==> config.mk <==
export PLATFORM = sky130hd
export DESIGN_NAME = dpsc_top
export DESIGN_NICKNAME = d
export VERILOG_FILES = /design/src/design/dpsc_pkg.sv /design/src/design/dpsc_lowtimer.sv /design/src/design/dpsc_sync.sv /design/src/design/dpsc_top.sv
export SDC_FILE = /design/constraint.sdc
export NUM_CORES = 1
export LEC_CHECK = 0
export BUFFER_PORTS_ARGS = -buffer_cell sky130_fd_sc_hd__buf_2
export CORE_MARGIN = 10
export CORE_UTILIZATION = 62
export DETAILED_ROUTE_END_ITERATION = 12
export PLACE_DENSITY_LB_ADDON = 0.25
export SYNTH_ARGS = -nofsm -noshare
export SYNTH_HDL_FRONTEND = slang
export SYNTH_SLANG_ARGS = --single-unit
==> constraint.sdc <==
create_clock -name clk_i -period 7.1 [get_ports clk_i]
set_clock_uncertainty 0.2 [all_clocks]
set_input_delay 1.065 -clock clk_i [delete_from_list [all_inputs] [get_ports clk_i]]
set_output_delay 1.065 -clock clk_i [all_outputs]
set_load 0.01 [all_outputs]
==> src/design/dpsc_pkg.sv <==
// Package of constants for the digipot serial command port
package dpsc_pkg;
  localparam int          FRAME_BITS      = 16;
  localparam int          CNT_W           = 4;
  localparam int          CMD_SEL_LO_POS  = 12;
  localparam int          CMD_SEL_HI_POS  = 13;
  localparam int          POT0_SEL_POS    = 8;
  localparam int          POT1_SEL_POS    = 9;
  localparam logic [7:0]  WIPER_MIDSCALE  = 8'h80;
  localparam logic [15:0] SHIFT_CLEAR     = 16'h0000;
  localparam logic [1:0]  CMD_WRITE       = 2'h1;
  localparam logic [1:0]  CMD_SHUTDOWN    = 2'h2;
  localparam int          CLK_MHZ         = 40;
  localparam int          RESET_MIN_NS    = 150;
  localparam int          PD_MIN_NS       = 100;
  localparam int          RESET_MIN_CYC   = (RESET_MIN_NS * CLK_MHZ + 999) / 1000;
  localparam int          PD_MIN_CYC      = (PD_MIN_NS * CLK_MHZ + 999) / 1000;
  localparam int          PULSE_CNT_W     = 4;
  typedef enum logic [2:0] {
    DPSC_IDLE   = 3'b001,
    DPSC_FRAME  = 3'b010,
    DPSC_ARMED  = 3'b100
  } dpsc_state_type;
endpackage

==> src/design/dpsc_lowtimer.sv <==
// Counts how long a synchronised pin has stayed low
module dpsc_lowtimer
  import dpsc_pkg::*;
(
  input  wire logic                   clk_i,
  input  wire logic                   rst_n_i,
  input  wire logic                   pin_i,
  input  wire logic [PULSE_CNT_W-1:0] min_i,
  output logic                        long_o
);
  logic [PULSE_CNT_W-1:0] cnt_r;
  always_ff @(posedge clk_i or negedge rst_n_i) begin
    if (!rst_n_i) begin
      cnt_r  <= '0;
      long_o <= 1'b0;
    end else if (pin_i) begin
      cnt_r  <= '0;
      long_o <= 1'b0;
    end else begin
      if (cnt_r != min_i) cnt_r <= cnt_r + 1'b1;
      long_o <= (cnt_r + 1'b1 >= min_i);
    end
  end
endmodule

==> src/design/dpsc_sync.sv <==
// Two flip-flop synchroniser for one pin
module dpsc_sync (
  input  wire logic clk_i,
  input  wire logic rst_n_i,
  input  wire logic init_i,
  input  wire logic d_i,
  output logic      q_o
);
  logic meta_r;
  always_ff @(posedge clk_i or negedge rst_n_i) begin
    // Idle-high pins; a low reset value would fake edges after release
    if (!rst_n_i) begin
      meta_r <= 1'b1;
      q_o    <= 1'b1;
    end else begin
      meta_r <= d_i;
      q_o    <= meta_r;
    end
  end
endmodule

==> src/design/dpsc_top.sv <==
// Serial command port of a single or dual 256-tap digital potentiometer
// How it works
// RULE_01: Command then data byte shift in while chip select low; execute on rise.
// RULE_02: Sample serial input on clock rise, update serial output on clock fall.
// RULE_03: Count rising clocks in frame; discard command unless multiple of 16.
// RULE_04: First byte is command; select bits sit at positions 4 and 5.
// RULE_05: Equal command-select bits mean no operation, channels unchanged.
// RULE_06: Select value 0,1 writes data byte to every selected channel.
// RULE_07: Select value 1,0 puts every selected channel into software shutdown.
// RULE_08: Channel select bits 0 and 1 enable the command per channel.
// RULE_09: Other command byte bits are ignored.
// RULE_10: Channel in shutdown opens A terminal and ties wiper to B.
// RULE_11: Shutdown still needs a full data byte, whose value is ignored.
// RULE_12: Write with power-down pin high loads value and leaves shutdown.
// RULE_13: Write with power-down pin low loads value but stays in shutdown.
// RULE_14: After select pulse, reset pin low 150 ns sets mid-scale, may exit shutdown.
// RULE_15: After select pulse, power-down rising after 100 ns low exits shutdown.
// RULE_16: Host never pulls reset or power-down low during chip select low.
// RULE_17: Power-down pin low forces all channels into shutdown.
// RULE_18: Serial output is the bit leaving the end of the shift register.
// RULE_19: Serial output always driven, low once chip select goes high.
// RULE_20: Shift register cleared on execution, so zeros go downstream first.
// RULE_21: Host limits chained serial clock to about 5.8 MHz.
// RULE_22: Host shifts frames only as far as the furthest device needing one.
// RULE_23: Hardware reset and power-up load every wiper register with 80h.
// RULE_24: Serial modes 0,0 and 1,1 both accepted.
// RULE_25: Entering shutdown leaves wiper data unchanged.
// RULE_26: Single variant has channel 0 only; selecting channel 1 alone does nothing.
module dpsc_top
  import dpsc_pkg::*;
#(
  parameter bit DUAL = 1'b1
) (
  input  wire logic       clk_i,
  input  wire logic       rst_n_i,
  input  wire logic       sclk_i,
  input  wire logic       cs_n_i,
  input  wire logic       sdi_i,
  input  wire logic       hw_reset_pin_n_i,
  input  wire logic       power_down_pin_n_i,
  output logic            sdo_o,
  output logic [7:0]      wiper0_o,
  output logic [7:0]      wiper1_o,
  output logic [1:0]      a_open_o,
  output logic [1:0]      wiper_to_b_o,
  output logic [1:0]      soft_power_down_pin_o,
  output logic            frame_abort_o
);
  logic rst_meta_r;
  logic rst_sync_r;
  always_ff @(posedge clk_i or negedge rst_n_i) begin
    if (!rst_n_i) begin
      rst_meta_r <= 1'b0;
      rst_sync_r <= 1'b0;
    end else begin
      rst_meta_r <= 1'b1;
      rst_sync_r <= rst_meta_r;
    end
  end

  logic sclk_s;
  logic cs_n_s;
  logic sdi_s;
  logic rs_n_s;
  logic pd_n_s;
  logic [4:0] pin_raw;
  logic [4:0] pin_s;
  assign pin_raw = {power_down_pin_n_i, hw_reset_pin_n_i, sdi_i, cs_n_i, sclk_i};
  genvar gi;
  generate
    for (gi = 0; gi < 5; gi++) begin : g_sync
      dpsc_sync u_sync (
        .clk_i   (clk_i),
        .rst_n_i (rst_sync_r),
        .init_i  (1'b1),
        .d_i     (pin_raw[gi]),
        .q_o     (pin_s[gi])
      );
    end
  endgenerate
  assign sclk_s = pin_s[0];
  assign cs_n_s = pin_s[1];
  assign sdi_s  = pin_s[2];
  assign rs_n_s = pin_s[3];
  assign pd_n_s = pin_s[4];

  // Previous values for edge finding, on synchronised copies only
  logic sclk_d_r;
  logic cs_n_d_r;
  logic pd_n_d_r;
  logic rs_n_d_r;
  logic started_r;
  always_ff @(posedge clk_i or negedge rst_sync_r) begin
    if (!rst_sync_r) begin
      sclk_d_r  <= 1'b0;
      cs_n_d_r  <= 1'b1;
      pd_n_d_r  <= 1'b1;
      rs_n_d_r  <= 1'b1;
      started_r <= 1'b0;
    end else begin
      sclk_d_r  <= sclk_s;
      cs_n_d_r  <= cs_n_s;
      pd_n_d_r  <= pd_n_s;
      rs_n_d_r  <= rs_n_s;
      started_r <= 1'b1;
    end
  end

  logic sclk_rise;
  logic sclk_fall;
  logic cs_fall;
  logic cs_rise;
  logic pd_rise;
  logic rs_fall;
  // Edges ignored until delayed copies hold valid pin history
  assign sclk_rise = started_r && sclk_s && !sclk_d_r;
  assign sclk_fall = started_r && !sclk_s && sclk_d_r;
  assign cs_fall   = started_r && !cs_n_s && cs_n_d_r;
  assign cs_rise   = started_r && cs_n_s && !cs_n_d_r;
  assign pd_rise   = started_r && pd_n_s && !pd_n_d_r;
  assign rs_fall   = started_r && !rs_n_s && rs_n_d_r;

  dpsc_state_type state_r;
  dpsc_state_type state_nxt;
  always_comb begin
    state_nxt = state_r;
    case (state_r)
      DPSC_IDLE:  if (cs_fall) state_nxt = DPSC_FRAME;
      DPSC_FRAME: if (cs_rise) state_nxt = DPSC_ARMED;
      DPSC_ARMED: if (cs_fall) state_nxt = DPSC_FRAME;
      default:    state_nxt = DPSC_IDLE;
    endcase
  end
  always_ff @(posedge clk_i or negedge rst_sync_r) begin
    if (!rst_sync_r) state_r <= DPSC_IDLE;
    else             state_r <= state_nxt;
  end

  // Frame shifting; mode 0,0 and 1,1 both shift on rising edges only
  logic [FRAME_BITS-1:0] shift_r;
  logic [CNT_W-1:0]      bit_cnt_r;
  logic                  any_bits_r;
  always_ff @(posedge clk_i or negedge rst_sync_r) begin
    if (!rst_sync_r) begin
      shift_r    <= SHIFT_CLEAR;
      bit_cnt_r  <= '0;
      any_bits_r <= 1'b0;
    end else if (cs_rise) begin
      shift_r    <= SHIFT_CLEAR; // RULE_20
      bit_cnt_r  <= '0;
      any_bits_r <= 1'b0;
    end else if (!cs_n_s && sclk_rise) begin
      shift_r    <= {shift_r[FRAME_BITS-2:0], sdi_s}; // RULE_01 RULE_02 RULE_24
      bit_cnt_r  <= bit_cnt_r + 1'b1; // RULE_03
      any_bits_r <= 1'b1;
    end
  end

  // Serial output changes on falling clock, low whenever deselected
  always_ff @(posedge clk_i or negedge rst_sync_r) begin
    if (!rst_sync_r) sdo_o <= 1'b0;
    else if (cs_n_s) sdo_o <= 1'b0; // RULE_19
    else if (sclk_fall) sdo_o <= shift_r[FRAME_BITS-1]; // RULE_02 RULE_18
  end

  function automatic logic [1:0] chan_mask(input logic [FRAME_BITS-1:0] f, input bit dual);
    chan_mask = {f[POT1_SEL_POS] & dual, f[POT0_SEL_POS]}; // RULE_08 RULE_26
  endfunction

  logic       frame_ok;
  logic [1:0] cmd_sel;
  logic [1:0] sel;
  logic [1:0] do_write;
  logic [1:0] do_power_down_pin;
  // Command-select and channel bits only; the rest of the byte is unused
  assign cmd_sel  = {shift_r[CMD_SEL_HI_POS], shift_r[CMD_SEL_LO_POS]}; // RULE_04 RULE_09
  assign frame_ok = cs_rise && any_bits_r && (bit_cnt_r == '0); // RULE_03
  assign sel      = chan_mask(shift_r, DUAL);
  assign do_write = (frame_ok && cmd_sel == CMD_WRITE) ? sel : 2'b00; // RULE_05 RULE_06
  assign do_power_down_pin  = (frame_ok && cmd_sel == CMD_SHUTDOWN) ? sel : 2'b00; // RULE_07 RULE_11

  always_ff @(posedge clk_i or negedge rst_sync_r) begin
    if (!rst_sync_r) frame_abort_o <= 1'b0;
    else frame_abort_o <= cs_rise && any_bits_r && (bit_cnt_r != '0);
  end

  logic rs_long_fire;
  logic pd_long_rise;

  // Select pulse seen since the last long reset-pin pulse or power-down release
  logic cs_pulse_r;
  always_ff @(posedge clk_i or negedge rst_sync_r) begin
    if (!rst_sync_r) cs_pulse_r <= 1'b0;
    else if (cs_rise) cs_pulse_r <= 1'b1;
    else if (rs_long_fire || pd_long_rise) cs_pulse_r <= 1'b0;
  end

  logic rs_long;
  logic pd_long;
  logic rs_long_d_r;
  logic pd_long_hold_r;
  dpsc_lowtimer u_rs_timer (
    .clk_i   (clk_i),
    .rst_n_i (rst_sync_r),
    .pin_i   (rs_n_s),
    .min_i   (PULSE_CNT_W'(RESET_MIN_CYC)),
    .long_o  (rs_long)
  );
  dpsc_lowtimer u_pd_timer (
    .clk_i   (clk_i),
    .rst_n_i (rst_sync_r),
    .pin_i   (pd_n_s),
    .min_i   (PULSE_CNT_W'(PD_MIN_CYC)),
    .long_o  (pd_long)
  );
  always_ff @(posedge clk_i or negedge rst_sync_r) begin
    if (!rst_sync_r) begin
      rs_long_d_r    <= 1'b0;
      pd_long_hold_r <= 1'b0;
    end else begin
      rs_long_d_r    <= rs_long;
      pd_long_hold_r <= pd_n_s ? 1'b0 : pd_long;
    end
  end
  assign rs_long_fire = cs_n_s && rs_long && !rs_long_d_r; // RULE_14
  assign pd_long_rise = cs_n_s && pd_rise && pd_long_hold_r; // RULE_15

  logic unused_edges;
  assign unused_edges = rs_fall;

  // Wiper data registers, mid-scale after reset
  logic [7:0] wiper_r [2];
  generate
    for (gi = 0; gi < 2; gi++) begin : g_chan
      always_ff @(posedge clk_i or negedge rst_sync_r) begin
        if (!rst_sync_r) begin
          wiper_r[gi] <= WIPER_MIDSCALE; // RULE_23
        end else if (rs_long_fire) begin
          wiper_r[gi] <= WIPER_MIDSCALE; // RULE_14 RULE_23
        end else if (do_write[gi]) begin
          wiper_r[gi] <= shift_r[7:0]; // RULE_06 RULE_13
        end
      end
      always_ff @(posedge clk_i or negedge rst_sync_r) begin
        if (!rst_sync_r) begin
          soft_power_down_pin_o[gi] <= 1'b0;
        end else if (do_power_down_pin[gi]) begin
          soft_power_down_pin_o[gi] <= 1'b1; // RULE_07 RULE_25
        end else if (do_write[gi] && pd_n_s) begin
          soft_power_down_pin_o[gi] <= 1'b0; // RULE_12 RULE_13
        end else if (cs_pulse_r && rs_long_fire && pd_n_s) begin
          soft_power_down_pin_o[gi] <= 1'b0; // RULE_14
        end else if (cs_pulse_r && pd_long_rise) begin
          soft_power_down_pin_o[gi] <= 1'b0; // RULE_15
        end
      end
      always_ff @(posedge clk_i or negedge rst_sync_r) begin
        if (!rst_sync_r) begin
          a_open_o[gi]     <= 1'b0;
          wiper_to_b_o[gi] <= 1'b0;
        end else begin
          a_open_o[gi]     <= soft_power_down_pin_o[gi] || !pd_n_s; // RULE_10 RULE_17
          wiper_to_b_o[gi] <= soft_power_down_pin_o[gi] || !pd_n_s; // RULE_10 RULE_17
        end
      end
    end
  endgenerate

  always_ff @(posedge clk_i or negedge rst_sync_r) begin
    if (!rst_sync_r) begin
      wiper0_o <= WIPER_MIDSCALE;
      wiper1_o <= WIPER_MIDSCALE;
    end else begin
      wiper0_o <= wiper_r[0]; // RULE_25
      wiper1_o <= wiper_r[1];
    end
  end
endmodule
==> flow_metrics.py <==
metrics = {
    "run_status": {
        "run_status": "completed",
    },
    "logic_synthesis": {
        "yosysTopAreaCell": "dfrtp_1",
        "netlist.area_leader.share_pct": 56.3,
        "synth_common_cells": "dfrtp_1, a22o_1, dfstp_2, nor2_1, inv_1",
        "ys_ff_latch": 88,
        "synth.distinct_cells": 37,
        "synth_edf_count": 0,
        "postSynthCellCount": 230,
        "synth_most_common_cell": "dfrtp_1",
        "yosysSeqAreaShare_pct": 69.4,
        "synth_area_leaders": "dfrtp_1, dfstp_2, a22o_1",
        "synth_warnings": 0,
        "avgSynthCellArea_um2": 13.9,
        "synth.cell_area_um2": 3200,
        "async_reset_ff_share_pct": 100,
        "synth_top_flop_cell": "dfrtp_1",
    },
    "setup_path": {
        "r2r_end": "bit_cnt_r[0]$_DFFE_PN0P_",
        "critPathMaxFanout": 1,
        "rrSetupSlack_ns": 4.86,
        "cp_data_arrival_time_ns": 0.98,
        "path_buf_inv": 1,
        "cp.required_ns": 5.83,
        "max_stage_delay_ns": 0.52,
        "cp-start-kind": "register",
        "slowest_stage": "dfstp_2",
        "endpoint_kind": "primary output",
        "reg2reg_from": "g_sync[0].u_sync.q_o$_DFF_PN1_",
        "cp_top_family": "flip-flops",
        "critPathKind": "register to primary output",
        "crit_chain": "buf_2",
        "r2r_cells": 3,
    },
    "sta": {
        "fmax_mhz": 445,
        "period_minus_slack_ns": 2.25,
        "whs_ns": 0.156,
        "rsz0062_at_grt": "false",
        "report.final.slew_viol_count": 0,
        "hold_viol": 0,
        "slew_headroom_pct": 33.1,
        "fin_tns_setup_ns": 0,
        "min_period_over_period_pct": 31.6,
        "finalSetupViolCount": 0,
        "tightestPinTransition_ns": 1.00,
    },
    "finish": {
        "utilization_pct": 70.7,
        "nFillCells": 344,
        "area_growth_pct": 11.4,
        "nNetsFinal": 277,
        "layout-drive-gt1-share_pct": 26.1,
        "antenna_cells": 0,
    },
    "clocking": {
        "clk_pin_slew_worst_paths_ns": 0.09,
        "cts_resized": 0,
        "postCtsSetupBuffers": 0,
        "clock_latency_ns": 0.33,
        "cts_tree": "built",
        "postCtsHoldBufs": 0,
        "cts-htree-levels": 3,
        "ctsRootBufferMaster": "clkbuf_8",
        "ctsLongestPathBuffers": 2,
        "cts_sinks": 88,
        "numCtsBuffers": 9,
    },
    "die": {
        "coreArea_um2": 5040,
        "start_util_pct": 63.5,
        "die_area_um2": 8440,
        "rows": 26,
        "io_pins": 31,
        "die_h_um": 91.9,
        "die_w_um": 91.9,
    },
    "worst_hold_path": {
        "hold_class": "register to register",
        "worstHoldPathCells": 0,
        "hp-start": "rst_meta_r$_DFF_PN0_",
        "hold_end": "rst_sync_r$_DFF_PN0_",
    },
    "pwr": {
        "ir_drop_uv": 149,
        "p_per_area_nw_per_um2": 247,
        "power.leakage_nw": 1.77,
    },
    "detailed_routing": {
        "postRouteAntennaNets": 0,
        "via_count": 1785,
        "dr.pass1.iters": 4,
        "post-route-drc-count": 0,
        "totalWireLength_um": 4980,
        "detail_route.wl_per_cell_um": 14.7,
        "avgViaCountPerCell": 5.28,
        "drt_iter0_drc": 111,
    },
    "global_route": {
        "grt_usage_pct": 12.2,
        "antenna_found_initial": 0,
        "grt_overflow_total": 0,
        "grt_pass1_wl_um": 8390,
        "grt_max_degree": 87,
        "grt_pass1_vias": 1760,
    },
    "place": {
        "hpwl_um": 3360,
        "gp_routability_congestion": 0.731,
        "place.port_buffers": 30,
    },
    "job": {
        "max_cap_violations": 0,
    },
}
==> cell usage in the layout (no fill, tap or decap), types with 2 or more instances in the layout <==
| cell | instances |
|---|---|
| nor3_1 | 3 |
| a22o_1 | 31 |
| and2_1 | 2 |
| a31oi_2 | 2 |
| nand2b_1 | 7 |
| nand3b_1 | 3 |
| buf_2 | 30 |
| nand3_1 | 2 |
| nor2b_1 | 3 |
| mux2i_1 | 2 |
| a211oi_1 | 2 |
| o21ai_0 | 2 |
| nor2_2 | 2 |
| nand2_1 | 9 |
| nand4b_1 | 2 |
| dfrtp_1 | 71 |
| xnor2_1 | 3 |
| clkbuf_8 | 9 |
| and3_1 | 4 |
| conb_1 | 2 |
| xor2_1 | 2 |
| dfstp_2 | 16 |
| ha_1 | 7 |
| nor2_1 | 16 |
| clkinvlp_4 | 4 |
| inv_1 | 11 |
| a22oi_1 | 2 |
| a21oi_1 | 6 |
==> stage by stage <==
step / power [mW] / cell area [um^2] / setup WS [ns] / cells
2_1_floorplan: 0.580 / 3210 / 4.30 / 231
3_3_place_gp: 0.591 / 3400 / 4.96 / 322
3_5_place_dp: 0.594 / 3400 / 4.89 / 322
4_1_cts: 0.890 / 3570 / 4.83 / 338
5_1_grt: 0.921 / 3570 / 4.74 / 338
6_report: 0.880 / 3570 / 4.85 / 338
==> logic make-up after synthesis <==
| kind of cell | synth area share [%] |
|---|---|
| buf+inv | 2.93 |
| mux | 0.977 |
| xor+xnor | 1.37 |
| simple gates | 10.5 |
| other cells | 0.117 |
| fa+ha+maj | 2.73 |
| compound gates | 12.0 |
| flops | 69.4 |
==> power by group <==
part           switching [mW]  internal [mW]  total, mW
combinational          0.0217         0.0199     0.0416
sequential             0.0225          0.519      0.542
clock                   0.169          0.128      0.296
total                   0.213          0.667      0.880
==> per-layer routing <==
metal  part of all wire, %  track usage [%]  vias up
met5                     0                0        -
met4                   1.1             6.94        0
met3                   5.1             3.99        7
met2                    48             18.8       29
met1                    46             14.8      883
li1                      -                -      866
==> cell type report <==
| class | instances | area (um^2) | share of cell area, % |
|---|---|---|---|
| Multi-Input combinational cell | 123 | 891 | 25.0 |
| Tap cell | 70 | 87.6 | 2.46 |
| Inverter | 11 | 41.3 | 1.16 |
| Clock buffer | 10 | 128 | 3.58 |
| Sequential cell | 88 | 2230 | 62.4 |
| Timing Repair Buffer | 30 | 150 | 4.21 |
| Clock inverter | 6 | 43.8 | 1.23 |
==> sequential cells by signal, indices dropped and copies added (netlist names), 2 cells and up <==
name                   flops
wiper1_o                   8
wiper_to_b_o               2
shift_r                   16
soft_power_down_pin_o      2
u_rs_timer.cnt_r           4
u_pd_timer.cnt_r           4
wiper0_o                   8
g_sync.u_sync.meta_r       5
g_sync.u_sync.q_o          5
bit_cnt_r                  4
wiper_r                   16
==> how the worst max path moves through the flow <==
stage	slack, ns	to	cells past startpoint	start
after floorplan	4.30	any_bits_r$_DFFE_PN0P_	0	rst_sync_r$_DFF_PN0_
after global placement	4.96	bit_cnt_r[0]$_DFFE_PN0P_	3	g_sync[0].u_sync.q_o$_DFF_PN1_
after detailed placement	4.89	bit_cnt_r[0]$_DFFE_PN0P_	3	g_sync[0].u_sync.q_o$_DFF_PN1_
after CTS	4.83	wiper0_o[7]	1	wiper0_o[7]$_DFF_PN1_
after global routing	4.74	bit_cnt_r[0]$_DFFE_PN0P_	3	g_sync[1].u_sync.q_o$_DFF_PN1_
final	4.85	wiper0_o[7]	1	wiper0_o[7]$_DFF_PN1_
No activity file was read; power rests on OpenSTA's default activity.
